**src/hdl/nvc_command_regs.svh**
```systemverilog
// Purpose: Offsets, field positions and reset values of the command block
// Assumes: Offsets are word indices; byte address is four times the index
// Notes:   Definitions only
`ifndef NVC_COMMAND_REGS_SVH
`define NVC_COMMAND_REGS_SVH

// ----------------------------------------------------------------------
// Register indices
// ----------------------------------------------------------------------
`define NVC_IDX_CTRL    16'h400a
`define NVC_IDX_STAT    16'h4012
`define NVC_IDX_MASK    16'h401a
`define NVC_IDX_KEY     16'h4008

// ----------------------------------------------------------------------
// Field positions
// ----------------------------------------------------------------------
`define NVC_B_PROG      15
`define NVC_B_MEM       13
`define NVC_B_FINAL     11
`define NVC_B_VERIFY    10
`define NVC_B_WRITE     9
`define NVC_B_READ      8
`define NVC_B_MARG_HI   7
`define NVC_B_MARG_LO   6
`define NVC_B_BULK      5
`define NVC_B_PAGE_HI   1
`define NVC_B_PAGE_LO   0
`define NVC_B_DONE      5
`define NVC_B_FAIL      4
`define NVC_B_UNLOCKED  0

// ----------------------------------------------------------------------
// Reset values and codes
// ----------------------------------------------------------------------
`define NVC_RST_MEM     1'b1
`define NVC_RST_MARGIN  2'h0
`define NVC_RST_BULK    1'b0
`define NVC_RST_PAGE    2'h0
`define NVC_RST_MASK    1'b1
`define NVC_MARGIN_RSVD 2'h1
`define NVC_PAGE_RSVD   2'h3
`define NVC_EXT_BASE    3'h2
`define NVC_UNLOCK_CODE 16'h5a3c

`endif

```
**src/hdl/nvc_pkg.sv**
```systemverilog
// Purpose: Types shared by the command block and its neighbours
// Assumes: One memory engine behind the block
// Notes:   Field layout lives in nvc_command_regs.svh
package nvc_pkg;

    typedef enum logic [1:0]
    {
        NVC_OP_READ,
        NVC_OP_WRITE,
        NVC_OP_VERIFY,
        NVC_OP_FINAL
    } nvc_op_type;

    typedef struct packed
    {
        nvc_op_type op;
        logic       toOtp;
        logic       bulk;
        logic [2:0] page;
        logic [1:0] margin;
    } nvc_cmd_type;

    typedef struct packed
    {
        logic done;
        logic readFail;
        logic verifyFail;
        logic autoProgDone;
    } nvc_result_type;

endpackage

```
**src/hdl/nvc_command_control.sv**
```systemverilog
// Purpose: Command control, event flags and interrupt of the NV memory
// Assumes: Classic Wishbone slave, 32-bit data, inputs synchronous
// Notes:   One memory operation at a time; engine answers with done
`timescale 1ns/1ps
`include "nvc_command_regs.svh"

// Summary of operation
// - Writing one to bit 15 enters programming
// - Programming state holds until device reset
// - Bit 13 picks OTP (one) or EEPROM
// - Bit 11 issues finalise command
// - Bit 10 issues verify command
// - Bit 9 issues write command
// - Bit 8 issues read command
// - Bits 7:6 select read margin level
// - Bit 5 selects single page or all
// - OTP page codes map to pages 0-3
// - EEPROM page codes map to 2-4, 11 reserved
// - Protected fields ignore writes until unlocked
// - Done flag set at command or autoprogram end
// - Fail flag on read, verify, refused command
// - Flags set on rising edge, write-one clears
// - Unmasked set flag raises memory interrupt
// - Mask bits 5,4 gate flags, reset masked
module nvc_command_control
#(
    parameter logic [15:0] UNLOCK_CODE = `NVC_UNLOCK_CODE // arbitrary value
)
(
    // Clock and reset
    input  wire logic                  sys_clk,
    input  wire logic                  reset_n,
    // Wishbone slave
    input  wire logic                  wb_cyc_i,
    input  wire logic                  wb_stb_i,
    input  wire logic                  wb_we_i,
    input  wire logic [17:0]           wb_adr_i,
    input  wire logic [3:0]            wb_sel_i,
    input  wire logic [31:0]           wb_dat_i,
    output      logic [31:0]           wb_dat_o,
    output      logic                  wb_ack_o,
    // Memory engine
    output      nvc_pkg::nvc_cmd_type    memCmd,
    output      logic                  memStart,
    input  wire nvc_pkg::nvc_result_type memResult,
    // Device status
    output      logic                  progState,
    output      logic                  memIrq
);
    import nvc_pkg::*;

    typedef enum {NVC_IDLE, NVC_BUSY} nvc_state_type;

    // ------------------------------------------------------------------
    // Bus decode
    // ------------------------------------------------------------------
    logic        ackReg;
    logic [31:0] rdataReg;
    wire         busReq    = wb_cyc_i & wb_stb_i & ~ackReg;
    wire         busWr     = busReq & wb_we_i;
    wire  [15:0] wordIdx   = wb_adr_i[17:2];
    wire         selCtrl   = wordIdx == `NVC_IDX_CTRL;
    wire         selStat   = wordIdx == `NVC_IDX_STAT;
    wire         selMask   = wordIdx == `NVC_IDX_MASK;
    wire         selKey    = wordIdx == `NVC_IDX_KEY;
    wire         wrHi      = wb_sel_i[1];
    wire         wrLo      = wb_sel_i[0];
    wire         ctrlWrHi  = busWr & selCtrl & wrHi;
    wire         ctrlWrLo  = busWr & selCtrl & wrLo;
    wire         statWrLo  = busWr & selStat & wrLo;
    wire         maskWrLo  = busWr & selMask & wrLo;
    wire         keyWr     = busWr & selKey & wrHi & wrLo;

    // ------------------------------------------------------------------
    // Control fields
    // ------------------------------------------------------------------
    logic        unlocked_reg;
    logic        progState_reg;
    logic        memSel_reg;
    logic [1:0]  margin_reg;
    logic        bulk_reg;
    logic [1:0]  page_reg;
    logic        memSel_next;
    logic [1:0]  margin_next;
    logic        bulk_next;
    logic [1:0]  page_next;
    nvc_state_type state_reg;
    logic        finalised_reg;

    // Protected fields only move when the key is open
    wire protHi = ctrlWrHi & unlocked_reg;
    wire protLo = ctrlWrLo & unlocked_reg;
    assign memSel_next = protHi ? wb_dat_i[`NVC_B_MEM] : memSel_reg;
    assign margin_next = protLo ?
        wb_dat_i[`NVC_B_MARG_HI:`NVC_B_MARG_LO] : margin_reg;
    assign bulk_next   = ctrlWrLo ? wb_dat_i[`NVC_B_BULK] : bulk_reg;
    assign page_next   = ctrlWrLo ?
        wb_dat_i[`NVC_B_PAGE_HI:`NVC_B_PAGE_LO] : page_reg;

    // ------------------------------------------------------------------
    // Command issue
    // ------------------------------------------------------------------
    wire  cmdFinal  = protHi & wb_dat_i[`NVC_B_FINAL];
    wire  cmdVerify = protHi & wb_dat_i[`NVC_B_VERIFY];
    wire  cmdWrite  = protHi & wb_dat_i[`NVC_B_WRITE];
    wire  cmdRead   = protHi & wb_dat_i[`NVC_B_READ];
    wire  cmdAny    = cmdFinal | cmdVerify | cmdWrite | cmdRead;
    // Commands outside programming or while busy are dropped
    wire  cmdTake   = cmdAny & progState_reg & (state_reg == NVC_IDLE);
    nvc_op_type cmdOp;
    assign cmdOp = cmdFinal  ? NVC_OP_FINAL :
                   cmdVerify ? NVC_OP_VERIFY :
                   cmdWrite  ? NVC_OP_WRITE : NVC_OP_READ;
    // EEPROM supports reads only; every OTP write fails once a finalise has completed with no verify fail rising in its done cycle
    wire  extBad    = ~memSel_next &
                      ((cmdOp != NVC_OP_READ) ||
                       (~bulk_next && page_next == `NVC_PAGE_RSVD));
    wire  finalBad  = memSel_next & (cmdOp == NVC_OP_WRITE) &
                      finalised_reg;
    wire  marginBad = memSel_next & (margin_next == `NVC_MARGIN_RSVD) &
                      (cmdOp == NVC_OP_READ || cmdOp == NVC_OP_VERIFY);
    wire  cmdReject = cmdTake & (extBad | finalBad | marginBad);
    wire  cmdGo     = cmdTake & ~cmdReject;
    wire  [2:0] physPage = memSel_next ? {1'b0, page_next}
                         : `NVC_EXT_BASE + {1'b0, page_next};
    nvc_cmd_type cmdNext;
    assign cmdNext = '{op: cmdOp, toOtp: memSel_next, bulk: bulk_next,
                       page: physPage, margin: margin_next};

    // ------------------------------------------------------------------
    // Event edges and flags
    // ------------------------------------------------------------------
    nvc_result_type resPrev_reg;
    logic        rejectPulse_reg;
    logic        flagDone_reg;
    logic        flagFail_reg;
    logic        maskDone_reg;
    logic        maskFail_reg;
    wire  doneRise  = memResult.done & ~resPrev_reg.done;
    wire  autoRise  = memResult.autoProgDone & ~resPrev_reg.autoProgDone;
    wire  rdRise    = memResult.readFail & ~resPrev_reg.readFail;
    wire  vfRise    = memResult.verifyFail & ~resPrev_reg.verifyFail;
    wire  opDone    = doneRise & (state_reg == NVC_BUSY);
    wire  doneEvent = opDone | autoRise | rejectPulse_reg;
    wire  failEvent = rdRise | vfRise | rejectPulse_reg;
    wire  clrDone   = statWrLo & wb_dat_i[`NVC_B_DONE];
    wire  clrFail   = statWrLo & wb_dat_i[`NVC_B_FAIL];
    // Set beats a clear landing in the same cycle
    wire  flagDone_next = doneEvent | (flagDone_reg & ~clrDone);
    wire  flagFail_next = failEvent | (flagFail_reg & ~clrFail);

    // ------------------------------------------------------------------
    // Sequential state
    // ------------------------------------------------------------------
    always_ff @(posedge sys_clk)
    begin
        if (!reset_n)
        begin
            unlocked_reg  <= 1'b0;
            progState_reg <= 1'b0;
            memSel_reg    <= `NVC_RST_MEM;
            margin_reg    <= `NVC_RST_MARGIN;
            bulk_reg      <= `NVC_RST_BULK;
            page_reg      <= `NVC_RST_PAGE;
        end
        else
        begin
            if (keyWr)
                unlocked_reg <= wb_dat_i[15:0] == UNLOCK_CODE;
            // Zero writes never leave; only reset does
            if (protHi && wb_dat_i[`NVC_B_PROG])
                progState_reg <= 1'b1;
            memSel_reg <= memSel_next;
            margin_reg <= margin_next;
            bulk_reg   <= bulk_next;
            page_reg   <= page_next;
        end
    end

    always_ff @(posedge sys_clk)
    begin
        if (!reset_n)
        begin
            state_reg       <= NVC_IDLE;
            memStart        <= 1'b0;
            memCmd          <= '0;
            rejectPulse_reg <= 1'b0;
            finalised_reg   <= 1'b0;
        end
        else
        begin
            memStart        <= cmdGo;
            rejectPulse_reg <= cmdReject;
            if (cmdGo)
                memCmd <= cmdNext;
            unique case (state_reg)
                NVC_IDLE:
                    if (cmdGo)
                        state_reg <= NVC_BUSY;
                NVC_BUSY:
                    if (opDone)
                        state_reg <= NVC_IDLE;
            endcase
            if (opDone && memCmd.op == NVC_OP_FINAL && !vfRise)
                finalised_reg <= 1'b1;
        end
    end

    always_ff @(posedge sys_clk)
    begin
        if (!reset_n)
        begin
            resPrev_reg  <= '0;
            flagDone_reg <= 1'b0;
            flagFail_reg <= 1'b0;
            maskDone_reg <= `NVC_RST_MASK;
            maskFail_reg <= `NVC_RST_MASK;
        end
        else
        begin
            resPrev_reg  <= memResult;
            flagDone_reg <= flagDone_next;
            flagFail_reg <= flagFail_next;
            if (maskWrLo)
            begin
                maskDone_reg <= wb_dat_i[`NVC_B_DONE];
                maskFail_reg <= wb_dat_i[`NVC_B_FAIL];
            end
        end
    end

    // ------------------------------------------------------------------
    // Read data and acknowledge
    // ------------------------------------------------------------------
    logic [31:0] rdataNext;
    always_comb
    begin
        rdataNext = 32'h0000_0000;
        if (selCtrl)
        begin
            rdataNext[`NVC_B_PROG]  = progState_reg;
            rdataNext[`NVC_B_MEM]   = memSel_reg;
            rdataNext[`NVC_B_MARG_HI:`NVC_B_MARG_LO] = margin_reg;
            rdataNext[`NVC_B_BULK]  = bulk_reg;
            rdataNext[`NVC_B_PAGE_HI:`NVC_B_PAGE_LO] = page_reg;
        end
        else if (selStat)
        begin
            rdataNext[`NVC_B_DONE] = flagDone_reg;
            rdataNext[`NVC_B_FAIL] = flagFail_reg;
        end
        else if (selMask)
        begin
            rdataNext[`NVC_B_DONE] = maskDone_reg;
            rdataNext[`NVC_B_FAIL] = maskFail_reg;
        end
        else if (selKey)
            rdataNext[`NVC_B_UNLOCKED] = unlocked_reg;
    end

    always_ff @(posedge sys_clk)
    begin
        if (!reset_n)
        begin
            ackReg   <= 1'b0;
            rdataReg <= 32'h0000_0000;
        end
        else
        begin
            ackReg   <= busReq;
            rdataReg <= (busReq && !wb_we_i) ? rdataNext : 32'h0000_0000;
        end
    end

    assign wb_ack_o  = ackReg;
    assign wb_dat_o  = rdataReg;
    assign progState = progState_reg;
    assign memIrq    = (flagDone_reg & ~maskDone_reg) |
                       (flagFail_reg & ~maskFail_reg);
endmodule

```
**config.mk**
```make
export PLATFORM = sky130hd
export DESIGN_NAME = nvc_command_control
export DESIGN_NICKNAME = d
export VERILOG_FILES = /design/src/hdl/nvc_pkg.sv /design/src/hdl/nvc_command_control.sv
export VERILOG_INCLUDE_DIRS = /design/src /design/src/hdl
export SDC_FILE = /design/constraint.sdc
export NUM_CORES = 1
export LEC_CHECK = 0
export ABC_AREA = 1
export BUFFER_PORTS_ARGS = -buffer_cell sky130_fd_sc_hd__buf_2
export CAP_MARGIN = 20
export CORE_ASPECT_RATIO = 0.7
export CORE_UTILIZATION = 26
export CTS_CLUSTER_SIZE = 8
export DETAILED_ROUTE_END_ITERATION = 7
export PLACE_DENSITY_LB_ADDON = 0.3
export SYNTH_ARGS = -nofsm -noshare
export SYNTH_HDL_FRONTEND = slang
export SYNTH_SLANG_ARGS = --single-unit
```
**constraint.sdc**
```tcl
create_clock -name sys_clk -period 3.3 [get_ports sys_clk]
set_input_delay 0.165 -clock sys_clk [delete_from_list [all_inputs] [get_ports sys_clk]]
set_output_delay 0.165 -clock sys_clk [all_outputs]
set_load 0.05 [all_outputs]
```
-- Word-level counts from Yosys, hierarchy flattened
Index checks and enable logic that the tools add are counted.
- $mul: 0
- bitwise gates (word level): 65
- shift-type cells: 0
- divide/modulo/power cells: 0
- order comparisons: 0
- muxes and demuxes: 18
- reduce and logical (&&, ||, !) cells: 17
- $add $sub $neg: 1
- equality and inequality tests: 14
- operator list (kind ; number):
    16-bit by 15-bit equality test with 1-bit output (second input constant) ; 5
    32-bit zero test ; 2
    32-bit two-way mux ; 2
    32-bit one-hot mux with 2 select lines ; 1
    1-bit AND ; 39
    32-bit by 1-bit equality test with 1-bit output (second input constant) ; 1
    32-bit by 2-bit equality test with 1-bit output (second input constant) ; 1
    1-bit NOT ; 14
    2-bit two-way mux ; 6
    1-bit OR ; 12
    1-bit two-way mux ; 8
    2-bit equality test (second input constant) ; 3
    1-bit logical AND ; 5
    2-bit by 1-bit equality test with 1-bit output (second input constant) ; 2
    2-bit inequality test (second input constant) ; 2
    2-bit AND reduction ; 2
    2-bit by 2-bit adder with 3-bit output (first input constant) ; 1
    3-bit two-way mux ; 1
    3-bit AND reduction ; 1
    3-bit OR reduction ; 1
    1-bit zero test ; 2
    2-bit zero test ; 1
    1-bit logical OR ; 2
    2-bit nonzero test ; 1
- register bits after elaboration: 93
- latch bits: 0
- bits of input ports: 63
- output and inout port bits: 45
- ROM bits: 0
- word-level logic and storage cells: 143
- memories kept: 0
- RAM bits: 0

-- Longest topological paths before layout
Gate-level depths: netlist of the first run.
- word-level depth: 20
- depth in mapped cells: 15
- gate-level depth less buffers: 15

-- Worst setup path after synthesis of the first run
Ideal clock, no wire load.
- path kind: flip-flop to flip-flop
- from: reg ackReg (netlist: wb_ack_o)
- to: reg memCmd[1] in the netlist's numbering
- data arrival time: 1.793 ns
- path buffers: 1
- data required time: 3.185 ns
- path slack: 1.392 ns
- setup time: 0.115 ns
- stages on the path, launching flop included: 15
- cells stage by stage: dfxtp_1 > inv_1 > nand4_4 > nor2_2 > nand3_4 > inv_2 > nand2_1 > nand2_1 > nor2_1 > nand2_2 > nand2_4 > buf_6 > nand3_2 > nand2_2 > nor2_2
- word-level cells in the longest chain between the ends: 18
- elaborated cells between the ends (all ways): 45
- classes of those cells: eq/ne: 4; mux: 7; bitwise: 29; reduce/logical: 5
- ends and longest elaborated chain (element ; RTL line ; source):
    start, declared ; nvc_command_control.sv:57 ; logic ackReg;
    start signal, assigned ; nvc_command_control.sv:270 ; ackReg <= busReq;
    1-bit NOT * ; nvc_command_control.sv:59 ; wire busReq = wb_cyc_i & wb_stb_i & ~ackReg;
    1-bit AND * ; nvc_command_control.sv:59 ;
    1-bit AND * ; nvc_command_control.sv:60 ; wire busWr = busReq & wb_we_i;
    1-bit AND * ; nvc_command_control.sv:68, nvc_command_control.sv:69 ;
    1-bit AND ; nvc_command_control.sv:68 ; wire ctrlWrHi = busWr & selCtrl & wrHi;
    1-bit AND ; nvc_command_control.sv:91 ; wire protHi = ctrlWrHi & unlocked_reg;
    1-bit AND ; nvc_command_control.sv:105 ; wire cmdWrite = protHi & wb_dat_i[`NVC_B_WRITE];
    1-bit two-way mux ; nvc_command_control.sv:113 ; cmdWrite ? NVC_OP_WRITE : NVC_OP_READ;
    2-bit two-way mux ; nvc_command_control.sv:112 ; cmdVerify ? NVC_OP_VERIFY :
    2-bit two-way mux ; nvc_command_control.sv:111 ; assign cmdOp = cmdFinal ? NVC_OP_FINAL :
    2-bit by 1-bit equality test with 1-bit output or 2-bit nonzero test (tied branches) ; nvc_command_control.sv:118, nvc_command_control.sv:116 ;
    1-bit AND or 1-bit logical OR (tied branches) ; nvc_command_control.sv:118, nvc_command_control.sv:116 ;
    1-bit AND, on equally long branches ; nvc_command_control.sv:118, nvc_command_control.sv:115 ;
    1-bit OR (2 in series) ; nvc_command_control.sv:122 ; wire cmdReject = cmdTake & (extBad | finalBad | marginBad);
    1-bit AND ; nvc_command_control.sv:122 ;
    1-bit NOT ; nvc_command_control.sv:123 ; wire cmdGo = cmdTake & ~cmdReject;
    1-bit AND ; nvc_command_control.sv:123 ;
    end signal, assigned ; nvc_command_control.sv:195 ; memCmd <= cmdNext;
    end, declared ; nvc_command_control.sv:43 ; output nvc_pkg::nvc_cmd_type memCmd,
Mark *: on every way between the ends. The rest lies on a longest branch, timed or not.
A chain may end at the register's enable or synchronous reset.

-- Worst setup path after layout of the first run
Ends and elaborated chain as after synthesis.

==> results_tabular.tex, run 1 <==
\begin{tabular}{lr}
\hline
Metric & Value \\
\hline
\multicolumn{2}{l}{\textbf{Run status}} \\
\quad Result of the run & complete, but fails checks \\
\quad Failing checks & design-rule violations \\
\multicolumn{2}{l}{\textbf{Worst setup path}} \\
\quad Register-to-register path setup slack & 1.40 ns \\
\quad WP buf/inv & 2 \\
\quad Beginning of the worst register-to-register path & wb\_ack\_o \\
\quad Startpoint Class & register \\
\quad Most common cell on crit path & sky130\_fd\_sc\_hd\_\_nor2\_2 \\
\quad Worst Setup Path Type & reg2reg \\
\quad Crit path cell chain & inv\_1 -> nand4\_4 -> nor2\_2 -> nand3\_4 -> nor4\_4 -> buf\_4 -> a21oi\_2 -> nor2\_2 \\
\quad Family with the most delay on the worst path & simple AND/OR/NAND/NOR gates \\
\quad Stages on the worst setup path & 8 \\
\quad Critical path endpoint category & register \\
\quad Worst reg2reg endpoint & memCmd[1] \\
\quad Required time reported for the critical path endpoint & 3.52 ns \\
\quad Worst Path Arrival & 2.12 ns \\
\quad CP Max Fanout & 10 \\
\quad Worst setup path endpoint & memCmd[1] \\
\quad Max stage delay cell, worst path & sky130\_fd\_sc\_hd\_\_nor4\_4 \\
\quad Depth of the most critical reg-to-reg path & 8 \\
\quad Largest stage delay, worst path & 0.50 ns \\
\quad Worst setup startpoint & wb\_ack\_o \\
\multicolumn{2}{l}{\textbf{Clock tree}} \\
\quad Post-CTS Setup Inserts & 0 \\
\quad Clock transition time at the flip-flop clock pins of the worst setup and hold paths & 0.06 ns \\
\quad Number of hold buffers added after CTS & 0 \\
\quad Count of H-tree levels built during CTS & 2 \\
\quad Max Buffers Root-to-Sink & 2 \\
\quad TritonCTS clock tree & yes \\
\quad Number of resized instances in the post-cts repair step & 0 \\
\quad Clock root buffer master & sky130\_fd\_sc\_hd\_\_clkbuf\_16 \\
\quad Clk\_lat worst skew & 0.28 ns \\
\quad TritonCTS Buffers & 5 \\
\quad Clock tree sinks & 38 \\
\multicolumn{2}{l}{\textbf{Routing}} \\
\quad Via count & 1968 \\
\quad Total DRC errors in the routed layout & 4 \\
\quad Drt via density & 4.15 \\
\quad Number of iterations in the first detailed-routing pass & 6 \\
\quad Detailed-route wire length & 5470 um \\
\quad Antenna-violating nets left & 0 \\
\quad Average detailed-routed wire length per instance & roughly 12 um \\
\quad DRC marker count from the first detailed-route iteration & 64 \\
\multicolumn{2}{l}{\textbf{Final layout}} \\
\quad Number of nets in the finished design & 436 \\
\quad Diodes inserted & 0 \\
\quad Area growth from synthesis to layout & 23.4\% \\
\quad Fillcell total & 872 \\
\quad Number of flip-flops under the largest register name & 9 \\
\quad Area of the multi-input gates & around 0.0011 sq mm \\
\quad Fraction of layout cells with a size suffix above 1 & around a third \\
\quad Total area of sequential cells & 761 sq um \\
\multicolumn{2}{l}{\textbf{GRT}} \\
\quad All-layer global routing usage & 13.1\% \\
\quad Largest net degree at the start of global routing & 20 \\
\quad Grt ovf & 0 \\
\quad Global-route wire length before repair & 9070 um \\
\quad Via count of the first global-routing pass & 1890 \\
\quad Number of antenna violations at the first check in global routing & 0 \\
\multicolumn{2}{l}{\textbf{Logic synthesis}} \\
\quad Number of synthesized register bits & 38 \\
\quad Async SR Flop Fraction & 0\% \\
\quad Leading cell type by number of instances after synthesis & sky130\_fd\_sc\_hd\_\_inv\_1 \\
\quad Leading area contributor after synthesis & sky130\_fd\_sc\_hd\_\_dfxtp\_1 \\
\quad Synth Area in Simple Gates & 35.5\% \\
\quad Multiplexer area fraction after synthesis & 0\% \\
\quad Commonest cells post-synth & 51 x sky130\_fd\_sc\_hd\_\_inv\_1, 50 x sky130\_fd\_sc\_hd\_\_nand2\_1, 38 x sky130\_fd\_sc\_hd\_\_dfxtp\_1 \\
\quad Area of the mapped netlist & about 0.0022 sq mm \\
\quad Total number of yosys warnings & 0 \\
\quad Avg Inst Size Synth & 7.20 sq um \\
\quad Number of enable flip-flop cells after synthesis & 0 \\
\quad Post-Synth Adder-Cell Area & 0.566\% \\
\quad Top-area cell type share of the netlist area & between 30\% and 40\% \\
\quad Share of the synthesized area in compound gates (AO/OA/AOI/OAI) & 10.0\% \\
\quad Largest family of logic cells by synthesized area & simple AND/OR/NAND/NOR gates \\
\quad Count of cell types in the netlist & 36 \\
\quad Synthesized-area fraction occupied by xor and xnor cells & 0\% \\
\quad Synth area leaders & sky130\_fd\_sc\_hd\_\_dfxtp\_1 34\%, sky130\_fd\_sc\_hd\_\_inv\_1 8.7\%, sky130\_fd\_sc\_hd\_\_buf\_4 8.5\% \\
\quad Sequential area share after synthesis & 34.4\% \\
\quad Most used DFF post-synth & sky130\_fd\_sc\_hd\_\_dfxtp\_1 \\
\quad Synthesized instance count & 307 \\
\multicolumn{2}{l}{\textbf{Floorplan}} \\
\quad Standard-cell rows & 27 \\
\quad Core Box Area & 0.00804 sq mm \\
\quad Die Footprint & 0.00888 sq mm \\
\quad Initial core utilization & 27.5\% \\
\quad Vertical die dimension & 79.2 um \\
\quad Chip Width & 112 um \\
\quad Number of top-level pins & roughly 110 \\
\multicolumn{2}{l}{\textbf{Power}} \\
\quad Clock Power Share & 51.6\% \\
\quad Power Internal & 949 uW \\
\quad Total power & 1250 uW \\
\quad Switching portion of total power & 24.0\% \\
\quad Power density over the cells & 458 mW/mm\^{}2 \\
\quad Register share of total power & a little under two fifths \\
\quad Leakage power total & 0.00135 uW \\
\quad VDD IR max & $\sim$0.25 mV \\
\quad Switching Power & between 200 and 300 uW \\
\quad Combinational share of power & between 10\% and 20\% \\
\multicolumn{2}{l}{\textbf{Hold path}} \\
\quad Hold Path Stages & 3 \\
\quad Type of the worst min-delay path & in2reg \\
\multicolumn{2}{l}{\textbf{STA}} \\
\quad Unrepaired setup endpoints after global routing & false \\
\quad Max-slew violation count & 0 \\
\quad Setup Skew & 0.00552 ns \\
\quad Number of hold violations in the final report & 0 \\
\quad Transition time of the tightest slew-check pin & approximately 0.63 ns \\
\quad Summed negative setup slack over all endpoints & 0 ns \\
\quad Final period util & 57.6\% \\
\quad Max Freq & 527 MHz \\
\quad Tightest slew margin relative to the limit & 57.8\% \\
\quad Post-layout min period & 1.90 ns \\
\quad Final-report setup violation count & 0 \\
\multicolumn{2}{l}{\textbf{Placed design}} \\
\quad Final RePlAce weighted congestion & 0.825 \\
\quad Half-perimeter wire length of the detailed placement result & 4470 um \\
\quad Quantity of I/O buffers inserted on ports & 63 \\
\multicolumn{2}{l}{\textbf{Run}} \\
\quad Number of violations of the max-capacitance limit & 0 \\
\hline
\end{tabular}
-- cell usage in the layout (no fill, tap or decap), drive strengths merged, types with 4 or more instances in the layout --
cell type  instances
nand4             10
dfxtp             38
buf               64
nor2              48
nand3             15
nor3               4
conb              24
nand2             65
a21oi             13
inv               56
nor4               5
clkbuf             6
o21ai              9
-- layout make-up --
class | instances | share of cell area [%]
multi-input combinational | 207 | 40.6
sequential | 38 | 27.9
timing repair buffer | 64 | 11.8
inverter | 56 | 7.71
clock buffer | 6 | 5.09
tap | 101 | 4.63
clock inverter | 2 | 2.20
-- how the worst min path moves through the flow --
| stage | to | from | slack, ns |
|---|---|---|---|
| global placement | resPrev_reg[2] | memResult[2] | 0.36 |
| CTS | resPrev_reg[0] | memResult[0] | 0.08 |
| floorplan | resPrev_reg[0] | memResult[0] | 0.26 |
| global route | resPrev_reg[0] | memResult[0] | 0.09 |
| finish | resPrev_reg[0] | memResult[0] | 0.08 |
| detailed placement | resPrev_reg[0] | memResult[0] | 0.37 |
-- through the flow --
stage	util [%]	instance area, sq um	setup slack (ns)	std cells	hold slack, ns
2_1_floorplan	-	2300	1.39	330	0.258
3_3_place_gp	31.5	2530	1.35	466	0.365
3_5_place_dp	31.5	2530	1.37	466	0.368
4_1_cts	33.9	2730	1.39	474	0.0764
5_1_grt	33.9	2730	1.19	474	0.0939
6_report	33.9	2730	1.40	474	0.0822
-- kinds of logic (layout without fill, tap and decap cells) --
logic type | after synthesis | count (layout)
AO/OA/AOI/OAI | 31 | 31
flip-flops | 38 | 38
adder cells (fa/ha/maj) | 1 | 1
AND/OR/NAND/NOR | 151 | 151
buffers and inverters | 85 | 128
other | 1 | 24
-- power groups by stage --
stage	sequential [uW]	combinational [uW]	clock [uW]
CTS	466	139	651
floorplan	477	118	0
global route	466	151	675
global placement	476	136	0
finish	466	139	644
detailed placement	476	139	0
-- metal layers --
metal	track usage, %	wire, um	up-vias
met5	0	0	-
met3	3.97	286	5
met2	20.5	2390	42
met1	17.7	2760	870
met4	3.20	37	0
li1	-	-	1051
-- tightest hold or removal path, delay by kind of cell --
| family | cells | cell delay [ns] |
|---|---|---|
| AND/OR/NAND/NOR | 1 | 0.04 |
| buffers and inverters | 2 | 0.13 |
Note: power is estimated with default switching activity, not from simulation.
==> run 2, diff against run 1 <==
--- a/config.mk
+++ b/config.mk
@@ -6,7 +6,7 @@
 export SDC_FILE = /design/constraint.sdc
 export NUM_CORES = 1
 export LEC_CHECK = 0
-export ABC_AREA = 1
+export ABC_AREA = 0
 export BUFFER_PORTS_ARGS = -buffer_cell sky130_fd_sc_hd__buf_2
 export CAP_MARGIN = 20
 export CORE_ASPECT_RATIO = 0.7
==> constraint.sdc (replaced) <==
create_clock -name sys_clk -period 2 [get_ports sys_clk]
set_input_delay 0.1 -clock sys_clk [delete_from_list [all_inputs] [get_ports sys_clk]]
set_output_delay 0.1 -clock sys_clk [all_outputs]
set_load 0.05 [all_outputs]
==> results_tabular.tex, run 2 <==
\begin{tabular}{lr}
\hline
Metric & Value \\
\hline
\multicolumn{2}{l}{\textbf{Run status}} \\
\quad Result of the run & complete, but fails checks \\
\quad Failing checks & negative setup slack \\
\multicolumn{2}{l}{\textbf{Final layout}} \\
\quad Number of flip-flops under the largest register name & 9 (unchanged) \\
\quad Fraction of layout cells with a size suffix above 1 & 41.4\% (+10 points) \\
\quad Highest-count cells in the layout ignoring fill and taps & 62 x sky130\_fd\_sc\_hd\_\_buf\_2, 38 x sky130\_fd\_sc\_hd\_\_dfxtp\_1, 25 x sky130\_fd\_sc\_hd\_\_buf\_4, 24 x sky130\_fd\_sc\_hd\_\_conb\_1, 21 x sky130\_fd\_sc\_hd\_\_nand2\_1 \\
\quad Number of standard cells in the layout, taps in and fillers out & 405 (-15\%) \\
\quad Diodes inserted & 0 (unchanged) \\
\quad Area growth from synthesis to layout & 39.8\% \\
\quad Most common cell after layout, fill and taps aside & sky130\_fd\_sc\_hd\_\_buf\_2 \\
\quad Number of nets in the finished design & 370 (-15\%) \\
\multicolumn{2}{l}{\textbf{Power}} \\
\quad Power density over the cells & 604 mW/mm\^{}2 (+32\%) \\
\quad VDD IR max & 0.274 mV (+7.7\%) \\
\quad Leakage power total & 0.00121 uW (-10\%) \\
\multicolumn{2}{l}{\textbf{GRT}} \\
\quad Number of antenna violations at the first check in global routing & 0 (unchanged) \\
\quad Global-route wire length before repair & 8030 um (-11\%) \\
\quad Grt ovf & 0 (unchanged) \\
\quad Via count of the first global-routing pass & 1618 (-14\%) \\
\quad All-layer global routing usage & 13.5\% (+0.35 points) \\
\quad Largest net degree at the start of global routing & 27 (+35\%) \\
\multicolumn{2}{l}{\textbf{Floorplan}} \\
\quad Chip Width & 106 um (-5.6\%) \\
\quad Core Box Area & 0.00732 sq mm (-9.0\%) \\
\quad Standard-cell rows & 26 (-3.7\%) \\
\quad Vertical die dimension & 74.8 um (-5.5\%) \\
\quad Die Footprint & 0.00792 sq mm (-11\%) \\
\quad Number of top-level pins & 108 (unchanged) \\
\quad Initial core utilization & 26.9\% (-0.63 points) \\
\multicolumn{2}{l}{\textbf{Logic synthesis}} \\
\quad Synthesized-area fraction occupied by xor and xnor cells & 0\% (unchanged) \\
\quad Synthesized instance count & 213 (-31\%) \\
\quad Number of synthesized register bits & 38 (unchanged) \\
\quad Synth area leaders & sky130\_fd\_sc\_hd\_\_dfxtp\_1 39\%, sky130\_fd\_sc\_hd\_\_buf\_4 9.5\%, sky130\_fd\_sc\_hd\_\_mux2i\_1 8.7\% \\
\quad Share of the synthesized area in compound gates (AO/OA/AOI/OAI) & 6.30\% (-3.7 points) \\
\quad Multiplexer area fraction after synthesis & 12.8\% (+13 points) \\
\quad Top-area cell type share of the netlist area & 38.7\% (+4.3 points) \\
\quad Post-Synth Adder-Cell Area & 0.636\% (+0.070 points) \\
\quad Synth Area in Simple Gates & 29.1\% (-6.4 points) \\
\quad Async SR Flop Fraction & 0\% (unchanged) \\
\quad Count of cell types in the netlist & 47 (+31\%) \\
\quad Leading cell type by number of instances after synthesis & sky130\_fd\_sc\_hd\_\_dfxtp\_1 \\
\quad Number of enable flip-flop cells after synthesis & 0 (unchanged) \\
\quad Leading area contributor after synthesis & sky130\_fd\_sc\_hd\_\_dfxtp\_1 \\
\quad Commonest cells post-synth & 38 x sky130\_fd\_sc\_hd\_\_dfxtp\_1, 25 x sky130\_fd\_sc\_hd\_\_buf\_4, 23 x sky130\_fd\_sc\_hd\_\_nand2\_1 \\
\quad Sequential area share after synthesis & 38.7\% (+4.3 points) \\
\quad Most used DFF post-synth & sky130\_fd\_sc\_hd\_\_dfxtp\_1 \\
\quad Largest family of logic cells by synthesized area & simple AND/OR/NAND/NOR gates \\
\quad Area of the mapped netlist & 0.00197 sq mm (-11\%) \\
\quad Total number of yosys warnings & 0 (unchanged) \\
\quad Avg Inst Size Synth & 9.23 sq um (+28\%) \\
\multicolumn{2}{l}{\textbf{Worst setup path}} \\
\quad Critical path endpoint category & register \\
\quad Startpoint Class & input port \\
\quad Required time reported for the critical path endpoint & 2.22 ns (-1.30 ns) \\
\quad CP Max Fanout & 3 (-7) \\
\quad Worst Setup Path Type & in2reg \\
\quad Worst Path Arrival & 2.46 ns (+0.34 ns) \\
\multicolumn{2}{l}{\textbf{Placed design}} \\
\quad Half-perimeter wire length of the detailed placement result & 4150 um (-7.2\%) \\
\quad Placed Cells incl. Taps & 393 (-16\%) \\
\quad Final RePlAce weighted congestion & 0.851 (+3.1\%) \\
\quad Quantity of I/O buffers inserted on ports & 63 (unchanged) \\
\multicolumn{2}{l}{\textbf{Routing}} \\
\quad Drt via density & 4.32 (+4.1\%) \\
\quad Detailed-route wire length & 5230 um (-4.4\%) \\
\quad Via count & 1751 (-11\%) \\
\quad Average detailed-routed wire length per instance & 12.9 um (+12\%) \\
\quad Total DRC errors in the routed layout & 0 (-4) \\
\quad DRC marker count from the first detailed-route iteration & 61 (-4.7\%) \\
\quad Antenna-violating nets left & 0 (unchanged) \\
\quad Number of iterations in the first detailed-routing pass & 4 (-2) \\
\multicolumn{2}{l}{\textbf{STA}} \\
\quad Final worst slack & -0.241 ns (-1.64 ns) \\
\quad Number of hold violations in the final report & 0 (unchanged) \\
\quad Worst hold slack across all endpoints & 0.0128 ns (-0.0694 ns) \\
\quad Summed negative setup slack over all endpoints & -2.48 ns (-2.48 ns) \\
\quad Setup Skew & 0.00678 ns (+0.00126 ns) \\
\quad Max Freq & roughly 450 MHz \\
\quad Max-slew violation count & 0 (unchanged) \\
\quad Final period util & 112\% \\
\quad Unrepaired setup endpoints after global routing & true \\
\quad Final-report setup violation count & 15 (+15) \\
\quad Post-layout min period & roughly 2.2 ns \\
\multicolumn{2}{l}{\textbf{Run}} \\
\quad Number of violations of the max-capacitance limit & 0 (unchanged) \\
\multicolumn{2}{l}{\textbf{Clock tree}} \\
\quad Clock root buffer master & sky130\_fd\_sc\_hd\_\_clkbuf\_8 \\
\quad TritonCTS clock tree & yes \\
\quad TritonCTS Buffers & 5 (unchanged) \\
\quad Clock transition time at the flip-flop clock pins of the worst setup and hold paths & 0.08 ns (+0.02 ns) \\
\quad Clock tree sinks & 38 (unchanged) \\
\quad Max Buffers Root-to-Sink & 2 (unchanged) \\
\quad Count of H-tree levels built during CTS & 2 (unchanged) \\
\quad Clk\_lat worst skew & 0.29 ns (about the same) \\
\multicolumn{2}{l}{\textbf{Hold path}} \\
\quad Type of the worst min-delay path & in2reg \\
\hline
\end{tabular}
[run 2: cell types whose count changed after synthesis, sizes merged, moves of 6 or more]
cell / before / now
nand2: 65 / 23
inv: 56 / 7
nand3: 15 / 5
and2: 0 / 14
mux2i: 0 / 17
o21ai: 9 / 2
a21oi: 13 / 3
nand4: 10 / 0
nor2: 48 / 17
mux2: 0 / 6
[run 2: final cells by class]
| type | count | area, sq um |
|---|---|---|
| Timing Repair Buffer | 92 | 563 |
| Inverter | 8 | 30.0 |
| Fill cell | 780 | 4570 |
| Clock buffer | 6 | 72.6 |
| Multi-Input combinational cell | 161 | 1160 |
| Tap cell | 98 | 123 |
| Clock inverter | 2 | 37.5 |
| Sequential cell | 38 | 761 |
[run 2: per-layer routing]
layer / GRT usage (%) / wire length (um)
met1: 19.9 / 2720
met3: 3.64 / 388
met4: 3.70 / 42
met2: 19.2 / 2080
met5: 0 / 0
[run 2: worst paths after layout]
| check | from | to | slack, ns | depth (start not counted) |
|---|---|---|---|---|
| max | wb_adr_i[10] | memCmd[3] | -0.24 | 8 |
| max reg2reg | wb_ack_o | memCmd[3] | -0.17 | 7 |
| min | memResult[1] | resPrev_reg[1] | 0.01 | 2 |
| min reg2reg | memCmd[6] | memCmd[6] | 0.46 | 2 |
[run 2: power breakdown]
part | internal (uW) | leakage (uW) | switching [uW]
Combinational | 69.2 | 0.000853 | 170
Clock | 372 | 0.0000514 | 280
Sequential | 764 | 0.000308 | 4.57
Total | 1210 | 0.00121 | 455
[run 2: metrics by stage]
| step | instance area [sq um] | util, % | power, uW | setup slack, ns |
|---|---|---|---|---|
| floorplan | 2080 | - | 967 | -0.551 |
| finish | 2750 | 37.6 | 1660 | -0.241 |
| global route | 2750 | 37.6 | 1730 | -0.301 |
| detailed placement | 2500 | 34.2 | 1020 | -0.619 |
| CTS | 2700 | 36.8 | 1670 | -0.230 |
| global placement | 2500 | 34.2 | 1020 | -0.613 |
[run 2: kinds of logic after synthesis]
kind of cell | count (synthesis)
AO/OA/AOI/OAI | 14
multiplexers | 23
buffers and inverters | 37
AND/OR/NAND/NOR | 99
flip-flops | 38
other | 1
adder cells (fa/ha/maj) | 1
[run 2: worst max-delay path: stages]
cell and delay [ns]:
sky130_fd_sc_hd__buf_6 0.09, sky130_fd_sc_hd__or4b_4 0.52, sky130_fd_sc_hd__or4_4 0.47, sky130_fd_sc_hd__or4_4 0.48, sky130_fd_sc_hd__mux2_4 0.35, sky130_fd_sc_hd__ha_4 0.28, sky130_fd_sc_hd__nand2_2 0.04, sky130_fd_sc_hd__mux2i_1 0.14
[run 2: timing repair]
item / 4_1_cts / 5_1_grt
pin swaps: 7 / 3
cloned: 0 / 0
hold buffers: 0 / 0
setup buffers: 3 / 1
gates resized for setup: 12 / 8
endpoints found under the setup margin: 17 / 16
